--- config.mk ---
export PLATFORM = sky130hd
export DESIGN_NAME = rx_filter_and_image_calibration
export DESIGN_NICKNAME = d
export VERILOG_FILES = /design/src/shared/rx_cal_pkg.sv /design/src/verilog/rx_filter_and_image_calibration.sv /design/src/verilog/dwell_timer.sv
export SDC_FILE = /design/constraint.sdc
export NUM_CORES = 1
export LEC_CHECK = 0
export BUFFER_PORTS_ARGS = -buffer_cell sky130_fd_sc_hd__buf_4
export CAP_MARGIN = 25
export CORE_UTILIZATION = 52
export CTS_CLUSTER_SIZE = 20
export DETAILED_ROUTE_END_ITERATION = 16
export GPL_ROUTABILITY_DRIVEN = 0
export GPL_TIMING_DRIVEN = 0
export PLACE_DENSITY = 0.77
export RECOVER_POWER = 100
export SYNTH_ARGS = -nofsm -noshare
export SYNTH_HDL_FRONTEND = slang
export SYNTH_SLANG_ARGS = --single-unit
--- constraint.sdc ---
create_clock -name core_clk -period 3.2 [get_ports core_clk]
set_clock_uncertainty 0.05 [all_clocks]
set_input_delay 0.16 -clock core_clk [delete_from_list [all_inputs] [get_ports core_clk]]
set_output_delay 0.16 -clock core_clk [all_outputs]
set_load 0.01 [all_outputs]
--- src/shared/rx_cal_pkg.sv ---
package rx_cal_pkg;
  // Core clock rate
  localparam int unsigned CLK_HZ = 25000000;
  // Coarse calibration time, microseconds
  localparam int unsigned COARSE_TIME_US = 200;
  localparam int unsigned COARSE_CYCLES = (COARSE_TIME_US * (CLK_HZ / 1000000));
  // One tone dwell (adjust plus strength measurement), microseconds
  localparam int unsigned DWELL_TIME_US = 800;
  localparam int unsigned DWELL_CYCLES = (DWELL_TIME_US * (CLK_HZ / 1000000));
  // Largest number of fine iterations
  localparam int unsigned FINE_ITER_MAX = 10;
  localparam int unsigned ITER_W = 4;
  // Fine trim width and reset value
  localparam int unsigned TRIM_W = 6;
  localparam logic [5:0] TRIM_RESET = 6'h20;
  // Status output select codes
  localparam int unsigned MUX_SEL_W = 3;
  localparam logic [2:0] MUX_SEL_LOW = 3'h0;
  localparam logic [2:0] MUX_SEL_CAL_DONE = 3'h5;
  localparam logic [2:0] MUX_SEL_HIGH = 3'h7;
  // Readback word width
  localparam int unsigned READBACK_W = 16;
  // Tone harmonic select width
  localparam int unsigned HARM_W = 4;
  typedef enum logic [2:0] {ST_IDLE, ST_COARSE, ST_FINE_ADJ, ST_FINE_MEAS, ST_DONE} cal_state_t;
endpackage

--- src/verilog/rx_filter_and_image_calibration.sv ---
`timescale 1ns/1ps
module rx_filter_and_image_calibration
  import rx_cal_pkg::*;
#(
  parameter int unsigned COARSE_CNT = COARSE_CYCLES,
  parameter int unsigned DWELL_CNT = DWELL_CYCLES,
  parameter int unsigned ITER_MAX = FINE_ITER_MAX
) (
  // Clock and reset
  input wire logic core_clk,
  input wire logic rst_b,
  // Calibration start write
  input wire logic cal_write,
  input wire logic coarse_cal_bit,
  input wire logic fine_cal_enable,
  // Filter setup
  input wire logic [1:0] filter_bandwidth_select,
  input wire logic [TRIM_W-1:0] filter_adjust,
  input wire logic filter_adjust_write,
  // Fine measurement result from strength detector: 1 means raise center
  input wire logic tone_upper_weaker,
  // Status select
  input wire logic [MUX_SEL_W-1:0] status_select,
  output logic muxed_status_output,
  // Readback
  input wire logic readback_req,
  output logic [READBACK_W-1:0] readback_word,
  // Image calibration
  input wire logic internal_source_enable,
  input wire logic [HARM_W-1:0] tone_harmonic,
  input wire logic [11:0] iq_adjust,
  output logic [11:0] iq_adjust_out,
  output logic lna_enable,
  output logic tone_to_mixer,
  output logic [HARM_W:0] tone_multiple,
  // Filter trim and state
  output logic [TRIM_W-1:0] filter_trim,
  output logic [1:0] filter_bw_out,
  output logic cal_busy
);
  cal_state_t state_ff, nxt_state;
  logic done_ff;
  logic fine_valid_ff;
  logic [TRIM_W-1:0] trim_ff;
  logic [ITER_W-1:0] iter_ff;
  logic [READBACK_W-1:0] rb_ff;
  logic [11:0] iq_ff;
  logic tmr_load;
  logic [19:0] tmr_val;
  wire logic tmr_exp;

  wire logic start = cal_write && coarse_cal_bit;
  // Starts during a run are refused and must not disturb the flags
  wire logic start_taken = start && !cal_busy;
  wire logic last_iter = (iter_ff == ITER_W'(ITER_MAX - 1));
  wire logic fine_active = (state_ff == ST_FINE_ADJ) || (state_ff == ST_FINE_MEAS);
  wire logic trim_at_top = (trim_ff == {TRIM_W{1'b1}});
  wire logic trim_at_bot = (trim_ff == '0);

  dwell_timer #(.CNT_W(20)) u_timer (
    .core_clk(core_clk),
    .rst_b(rst_b),
    .load(tmr_load),
    .load_val(tmr_val),
    .expired(tmr_exp)
  );

  // Sequencer
  always_comb begin
    nxt_state = state_ff;
    tmr_load = 1'b0;
    tmr_val = 20'(COARSE_CNT);
    case (state_ff)
      ST_IDLE, ST_DONE: begin
        if (start) begin
          nxt_state = ST_COARSE;
          tmr_load = 1'b1;
        end
      end
      ST_COARSE: begin
        if (tmr_exp) begin
          if (fine_cal_enable) begin
            nxt_state = ST_FINE_ADJ;
          end else begin
            nxt_state = ST_DONE;
          end
        end
      end
      ST_FINE_ADJ: begin
        nxt_state = ST_FINE_MEAS;
        tmr_load = 1'b1;
        tmr_val = 20'(DWELL_CNT);
      end
      ST_FINE_MEAS: begin
        if (tmr_exp) begin
          nxt_state = last_iter ? ST_DONE : ST_FINE_ADJ;
        end
      end
      default: nxt_state = ST_IDLE;
    endcase
  end

  always_ff @(posedge core_clk or negedge rst_b) begin
    if (!rst_b) begin
      state_ff <= ST_IDLE;
      done_ff <= 1'b0;
      iter_ff <= '0;
    end else begin
      state_ff <= nxt_state;
      if (start_taken) begin
        done_ff <= 1'b0;
      end else if (nxt_state == ST_DONE && state_ff != ST_DONE) begin
        done_ff <= 1'b1;
      end
      if (state_ff == ST_COARSE) begin
        iter_ff <= '0;
      end else if (state_ff == ST_FINE_MEAS && tmr_exp && !last_iter) begin
        iter_ff <= iter_ff + 1'b1;
      end
    end
  end

  // Filter center trim: manual write or fine step adjustment
  always_ff @(posedge core_clk or negedge rst_b) begin
    if (!rst_b) begin
      trim_ff <= TRIM_RESET;
      fine_valid_ff <= 1'b0;
    end else begin
      if (state_ff == ST_FINE_MEAS && tmr_exp) begin
        if (tone_upper_weaker && !trim_at_top) begin
          trim_ff <= trim_ff + 1'b1;
        end else if (!tone_upper_weaker && !trim_at_bot) begin
          trim_ff <= trim_ff - 1'b1;
        end
      end else if (filter_adjust_write && !fine_active) begin
        trim_ff <= filter_adjust;
      end
      if (start_taken) begin
        fine_valid_ff <= 1'b0;
      end else if (state_ff == ST_FINE_MEAS && tmr_exp && last_iter) begin
        fine_valid_ff <= 1'b1;
      end
    end
  end

  // Readback and image adjust holding
  always_ff @(posedge core_clk or negedge rst_b) begin
    if (!rst_b) begin
      rb_ff <= '0;
      iq_ff <= '0;
    end else begin
      if (readback_req) begin
        rb_ff <= fine_valid_ff ? READBACK_W'({1'b0, fine_valid_ff, trim_ff}) : '0;
      end
      if (cal_write) begin
        iq_ff <= iq_adjust;
      end
    end
  end

  // Status mux
  assign muxed_status_output = (status_select == MUX_SEL_CAL_DONE) ? done_ff :
                               (status_select == MUX_SEL_HIGH);
  assign readback_word = rb_ff;
  assign iq_adjust_out = iq_ff;
  assign filter_trim = trim_ff;
  assign filter_bw_out = filter_bandwidth_select;
  assign cal_busy = (state_ff != ST_IDLE) && (state_ff != ST_DONE);
  assign lna_enable = !fine_active && !internal_source_enable;
  assign tone_to_mixer = internal_source_enable;
  assign tone_multiple = {tone_harmonic, 1'b1};
endmodule

--- src/verilog/dwell_timer.sv ---
`timescale 1ns/1ps
module dwell_timer
  import rx_cal_pkg::*;
#(
  parameter int unsigned CNT_W = 20
) (
  // Clock and reset
  input wire logic core_clk,
  input wire logic rst_b,
  // Control
  input wire logic load,
  input wire logic [CNT_W-1:0] load_val,
  // Status
  output logic expired
);
  logic [CNT_W-1:0] cnt_ff;
  logic busy_ff;
  wire logic at_end = busy_ff && (cnt_ff == '0);
  wire logic [CNT_W-1:0] nxt_cnt = load ? load_val - 1'b1 : (busy_ff ? cnt_ff - 1'b1 : cnt_ff);

  // Counts down and pulses when the loaded span is used up
  always_ff @(posedge core_clk or negedge rst_b) begin
    if (!rst_b) begin
      cnt_ff <= '0;
      busy_ff <= 1'b0;
    end else begin
      cnt_ff <= at_end && !load ? cnt_ff : nxt_cnt;
      busy_ff <= load | (busy_ff & ~at_end);
    end
  end

  assign expired = at_end && !load;
endmodule

Yosys cells after proc, flatten, opt, wreduce, memory -nomap -nowiden
Index checks and enable logic that the tools add are counted.
{"block": "word_totals", "regBits": 64, "latchBits": 0, "ramBits": 0, "romBits": 0, "elab_cells": 86, "memories": 0}
{"block": "classes", "addsub": 5, "mul": 0, "div_mod_pow": 0, "order_cmp": 0, "n_eq_ne": 11, "shift": 0, "mux": 23, "bitwise_logic": 4, "n_reduce_logical": 34}
{"op": "20-bit two-way mux", "count": 2}
{"op": "6-bit two-way mux", "count": 4}
{"op": "20-bit zero test", "count": 1}
{"op": "20-bit by 1-bit subtractor with 20-bit output (second input constant)", "count": 1}
{"op": "15-bit by 1-bit subtractor with 16-bit output (second input constant)", "count": 1}
{"op": "15-bit two-way mux", "count": 1}
{"op": "3-bit two-way mux", "count": 5}
{"op": "1-bit logical AND", "count": 13}
{"op": "3-bit equality test (second input constant)", "count": 4}
{"op": "3-bit case mux with 4 select lines", "count": 1}
{"op": "2-bit nonzero test", "count": 5}
{"op": "1-bit zero test", "count": 8}
{"op": "4-bit two-way mux", "count": 2}
{"op": "7-bit two-way mux", "count": 1}
{"op": "6-bit by 1-bit adder with 6-bit output (second input constant)", "count": 1}
{"op": "3-bit by 2-bit equality test with 1-bit output (second input constant)", "count": 2}
{"op": "6-bit equality test (second input constant)", "count": 1}
{"op": "6-bit zero test", "count": 1}
{"op": "1-bit two-way mux", "count": 6}
{"op": "6-bit by 1-bit subtractor with 6-bit output (second input constant)", "count": 1}
{"op": "4-bit by 1-bit adder with 4-bit output (second input constant)", "count": 1}
{"op": "4-bit equality test (second input constant)", "count": 1}
{"op": "2-bit AND reduction", "count": 2}
{"op": "3-bit by 1-bit equality test with 1-bit output (second input constant)", "count": 1}
{"op": "other kinds (10)", "count": 11}

Logic depth before layout (Yosys ltp)
{"block": "logic_depth", "depth_word": 11, "ltp_mapped": 9, "depth_no_buf": 9}

Hierarchy
Synthesis repeated with hierarchy kept, for this count alone.
{"block": "unflattened", "cells_unflattened": 398, "area_unflattened_um2": 3654.8}
{"mod": "rx_filter_and_image_calibration", "instances": 1, "cells_per_inst": 187, "area_per_inst_um2": 1916.8}
{"mod": "dwell_timer", "instances": 1, "cells_per_inst": 211, "area_per_inst_um2": 1737.9}

Worst setup path before layout
Ideal clock, no wire load.
{"block": "synth_timing", "path_kind": "register to register", "from": "reg u_timer.cnt_ff[4]", "to": "reg trim_ff[2] (netlist: filter_trim[2])", "setup_ns": 0.123, "arrival_time_ns": 2.294, "path_slack_ns": 0.733, "path_stages_with_launch": 7, "period_less_slack_ns": 2.467, "path_cell_list": "dfrtp_1 -> or4_4 -> or3_1 -> buf_6 -> or3_4 -> or3_1 -> o221a_2"}
{"block": "synth_via", "elab_chain_len": 6, "elab_cells_between_ends": 8}
{"item": "from (decl)", "line_no": "dwell_timer.sv:16", "text": "logic [CNT_W-1:0] cnt_ff;"}
{"item": "from (signal assigned)", "line_no": "dwell_timer.sv:27", "text": "cnt_ff <= at_end && !load ? cnt_ff : nxt_cnt;"}
{"item": "20-bit zero test *", "line_no": "dwell_timer.sv:18", "text": "wire logic at_end = busy_ff && (cnt_ff == '0);"}
{"item": "1-bit logical AND *", "line_no": "dwell_timer.sv:18"}
{"item": "1-bit logical AND *", "line_no": "dwell_timer.sv:32", "text": "assign expired = at_end && !load;"}
{"item": "1-bit logical AND *", "line_no": "rx_filter_and_image_calibration.sv:129", "text": "if (state_ff == ST_FINE_MEAS && tmr_exp) begin"}
{"item": "3-bit by 1-bit != test with 1-bit output (no source line) or 2-bit nonzero test (tied branches)"}
{"item": "2-bit AND reduction (no source line)"}
{"item": "to (signal assigned)", "line_no": "rx_filter_and_image_calibration.sv:131", "text": "trim_ff <= trim_ff + 1'b1;"}
{"item": "to (signal assigned)", "line_no": "rx_filter_and_image_calibration.sv:133", "text": "trim_ff <= trim_ff - 1'b1;"}
{"item": "to (signal assigned)", "line_no": "rx_filter_and_image_calibration.sv:136", "text": "trim_ff <= filter_adjust;"}
{"item": "to (decl)", "line_no": "rx_filter_and_image_calibration.sv:44", "text": "logic [TRIM_W-1:0] trim_ff;"}
Mark *: on every way between the ends. The rest lies on a longest branch, timed or not.
A chain may end at the register's enable or synchronous reset.

Worst setup path after layout
{"block": "layout_timing", "from": "reg u_timer.cnt_ff[4]", "to": "reg trim_ff[0] (netlist: filter_trim[0])"}
The elaborated chain is that of the path after synthesis.

==> results.txt <==
STA classifies the critical path endpoint as a register. The number of pins with negative max-slew slack in the final report was 0. The first-pass GRT wire length is 10600 µm.

The die is 77.9 µm tall. Dividing the detail-routed wire length by the instance count gives 13.8 µm. The global routing usage summed across all routing layers came out at 0.221. The cell area after layout came out at 3550 µm². The clock tree from TritonCTS is done. The post-cts gate resize count is 0. Of all nets on the critical path, the largest fanout is 9. The net count reported at finish came out at 423. The count of unresolved DRC violations after routing came out at 0. The worst register-to-register path begins at u_timer.cnt_ff[4]. 0 antenna diodes ended up in the layout. Dividing total power by cell area gives a power density of 387 nW/µm².

The largest single stage delay on the critical path is 0.62 ns. The cell count after synthesis is 298. The chip width came out at 77.9 µm. The clock period could shrink to 2.82 ns. The maximum count of clock buffers along a single path is 2.

For this run, the detailed router's first-pass iteration total came to 4. The final layout contains routed wiring with a total length of 6230 µm. The count of placed standard cells including taps came out at 442. Post-CTS timing repair inserted 0 buffers for setup. The placed instance area is 3600 µm². The end-of-flow core utilization came out at 0.641. OpenSTA, run right after detailed placement, puts the worst setup slack at 0.638 ns. The number of synthesized register bits is 55. The cell with the biggest individual delay on the critical path is sky130_fd_sc_hd__or4_1. The sequential cell area fraction in the yosys report came out at 0.460. The initial cell density of the core came out at 0.541. The startpoint of the lowest-slack hold path is iq_adjust[4].

Entering global routing, the biggest net connects 56 pins. Setup slack on the worst reg-to-reg path comes out at 0.38 ns. The initial antenna violation count is 0. The TritonCTS buffer count came out at 5. The static leakage is 1.52 nW. The count of endpoints failing setup in the final report came out at 0. Counting stages on the worst path, the most repeated cell is sky130_fd_sc_hd__or3_1. The tool flagged a number of max-cap violations equal to 0.

In this run the worst hold path is classified as in -> reg. For the pin with the worst max-slew slack, the measured transition is 1.30 ns. The biggest area contributor in the post-synthesis netlist is sky130_fd_sc_hd__dfrtp_1. The total standard cell area after synthesis is 3000 µm². After legalization and detailed placement, the total HPWL measured 4610 µm. The share of synthesized flip-flops with an asynchronous set or reset came out at 1.00. The share of post-route cells with drive strength above 1 is 0.208. The type of element launching the critical path is a register. The clock net in this run drives a total of 55 sinks.

The total of buffers placed on input and output ports is 64. The final hold violation count is 0. The growth of design area from synthesis to finish is 18.5%. The total overflow left after global routing is 0. The worst setup path is of the reg -> reg kind. The data required time of the worst path came out at 3.36 ns.

After detailed routing, the number of vias per cell comes to 5.43. Measured in cells, the most critical reg-to-reg path has a length of 6. The final critical-path setup slack is 0.382 ns. The path with the worst hold slack has its endpoint at iq_adjust_out[4]. Clock latency on the worst-skew pair, taken at its later pin, is 0.31 ns. Ranked by instance count, the synthesized netlist is headed by sky130_fd_sc_hd__dfrtp_1 (54), sky130_fd_sc_hd__nand2_1 (19), sky130_fd_sc_hd__nor2_1 (19). Ranked by total cell area, the synthesized netlist is headed by sky130_fd_sc_hd__dfrtp_1 (45%), sky130_fd_sc_hd__mux2_2 (5.3%), sky130_fd_sc_hd__buf_4 (4.3%), sky130_fd_sc_hd__xor2_1 (3.8%), sky130_fd_sc_hd__ha_1 (3.3%). The via count of the first global-routing pass was 2277.

The routed layout has 2451 vias. IR analysis of the VDD net gives a maximum drop of 0.000188 V. The synthesized area per cell came out at 10.1 µm². The clock root buffer is sky130_fd_sc_hd__clkbuf_8. The total design power came out at 1.37 mW. Clock-pin slew was measured on the worst setup and hold paths at 0.10 ns.

Synthesis instantiated 54 different standard cells from the library. The flow ran to the end, and the final reports show no timing, DRC or antenna violations. The maximum clock rate came out at 0.355 GHz. The worst endpoint data arrival time came out at 2.98 ns. The cell row count is 27. Among all cell types in the netlist, the one instantiated most often is sky130_fd_sc_hd__dfrtp_1.

The minimum hold slack is 0.0250 ns. The cell count of the worst hold path is 2. The die covers 6070 µm². The H-tree was split into 2 levels. The share of the clock period used by the worst path came out at 0.881. For this run, the leading register cell type out of synthesis is sky130_fd_sc_hd__dfrtp_1. The first-iteration detailed-routing DRC count came out at 181. The number of ports placed on the die boundary came out at 81. Setup repair after global routing left no endpoint under its margin. Of the post-synthesis cell area, the dominant cell type holds 0.451. The count of nets left with antenna violations once routing finished came out at 0. The accumulated negative setup slack is 0 ns.

The signal on the critical path passes through or4_1 -> or3_1 -> clkbuf_1 -> or3_1 -> or2_0 -> a31o_1. The worst register-to-register path ends at filter_trim[0]. The Yosys warning count came out at 0. The area inside the core boundary came out at 5540 µm².

The number of enable flip-flop cells after synthesis is 0. Excluding fillers, the count of instances in the completed layout stands at 451. The worst slew margin relative to its limit is 0.133.
==> routing by layer <==
layer	up-vias	GRT usage	share of wire
met5	-	0	0
met4	0	0.0870	0.012
met3	7	0.0424	0.057
met2	69	0.362	0.48
met1	1180	0.289	0.45
li1	1195	-	-
==> cell type report <==
cell class              instances  area [µm²]
fillers                       487        1990
multi-input cells             213        1430
flip-flops and latches         55        1380
repair buffers                 65         357
plain buffers                  26         161
well taps                      72        90.1
clock buffers                   5        68.8
inverters                      12        45.0
clock inverters                 3        25.0
==> cells by family (layout without fill, tap and decap cells) <==
kind of cell               after synthesis  in the layout  share of synthesized area
and+or+nand+nor                        106            106                      0.193
DFF                                     55             55                      0.460
AOI/OAI and AO/OA                       54             54                      0.121
buffers and inverters                   38            111                     0.0714
xor gates and xnor gates                18             18                     0.0526
muxes                                   16             16                     0.0593
adders and majority gates                9              9                     0.0401
other                                    2             10                    0.00251
==> registers in the layout, indices dropped and copies added (netlist names) <==
signal,flops
u_timer.cnt_ff,20
iq_adjust_out,12
readback_word,7
filter_trim,6
iter_ff,4
state_ff,3
done_ff,1
fine_valid_ff,1
u_timer.busy_ff,1
==> repair_timing <==
| action | 4_1_cts | 5_1_grt |
|---|---|---|
| hold buffers | 1 | 0 |
| hold endpoints to repair | 54 | 0 |
| setup endpoints to repair | 0 | 0 |
==> critical path: cells and delay by family, from the launching register on <==
family / cells / cell delay [ns]
simple gates: 4 / 1.78
flops: 1 / 0.43
compound gates: 1 / 0.23
buf+inv: 1 / 0.22
==> cell usage in the layout, fill, tap and decap left out, drive strengths merged, types with 12 or more instances in the layout <==
cell type | Yosys | final
buf | 20 | 45
clkbuf | 6 | 50
dfrtp | 54 | 54
inv | 12 | 12
mux2 | 14 | 14
nand2 | 19 | 19
nand3 | 16 | 16
nor2 | 19 | 19
o21ai | 18 | 18
xor2 | 13 | 13
==> how the worst max path moves through the flow <==
stage                     cells past startpoint        endpoint              start
after global placement                        6  filter_trim[2]  u_timer.cnt_ff[4]
after CTS                                     6  filter_trim[2]  u_timer.cnt_ff[4]
after detailed placement                      6  filter_trim[2]  u_timer.cnt_ff[4]
final                                         6  filter_trim[0]  u_timer.cnt_ff[4]
after floorplan                               6  filter_trim[2]  u_timer.cnt_ff[4]
after global routing                          6  filter_trim[4]  u_timer.cnt_ff[4]
==> report_power, final <==
part / total (mW) / leakage (nW) / switching, mW / internal (mW)
Sequential: 0.763 / 0.639 / 0.0326 / 0.731
Clock: 0.391 / 0.0443 / 0.234 / 0.157
Combinational: 0.219 / 0.834 / 0.110 / 0.109
Total: 1.37 / 1.52 / 0.377 / 0.996
No activity file was read; power rests on OpenSTA's default activity.
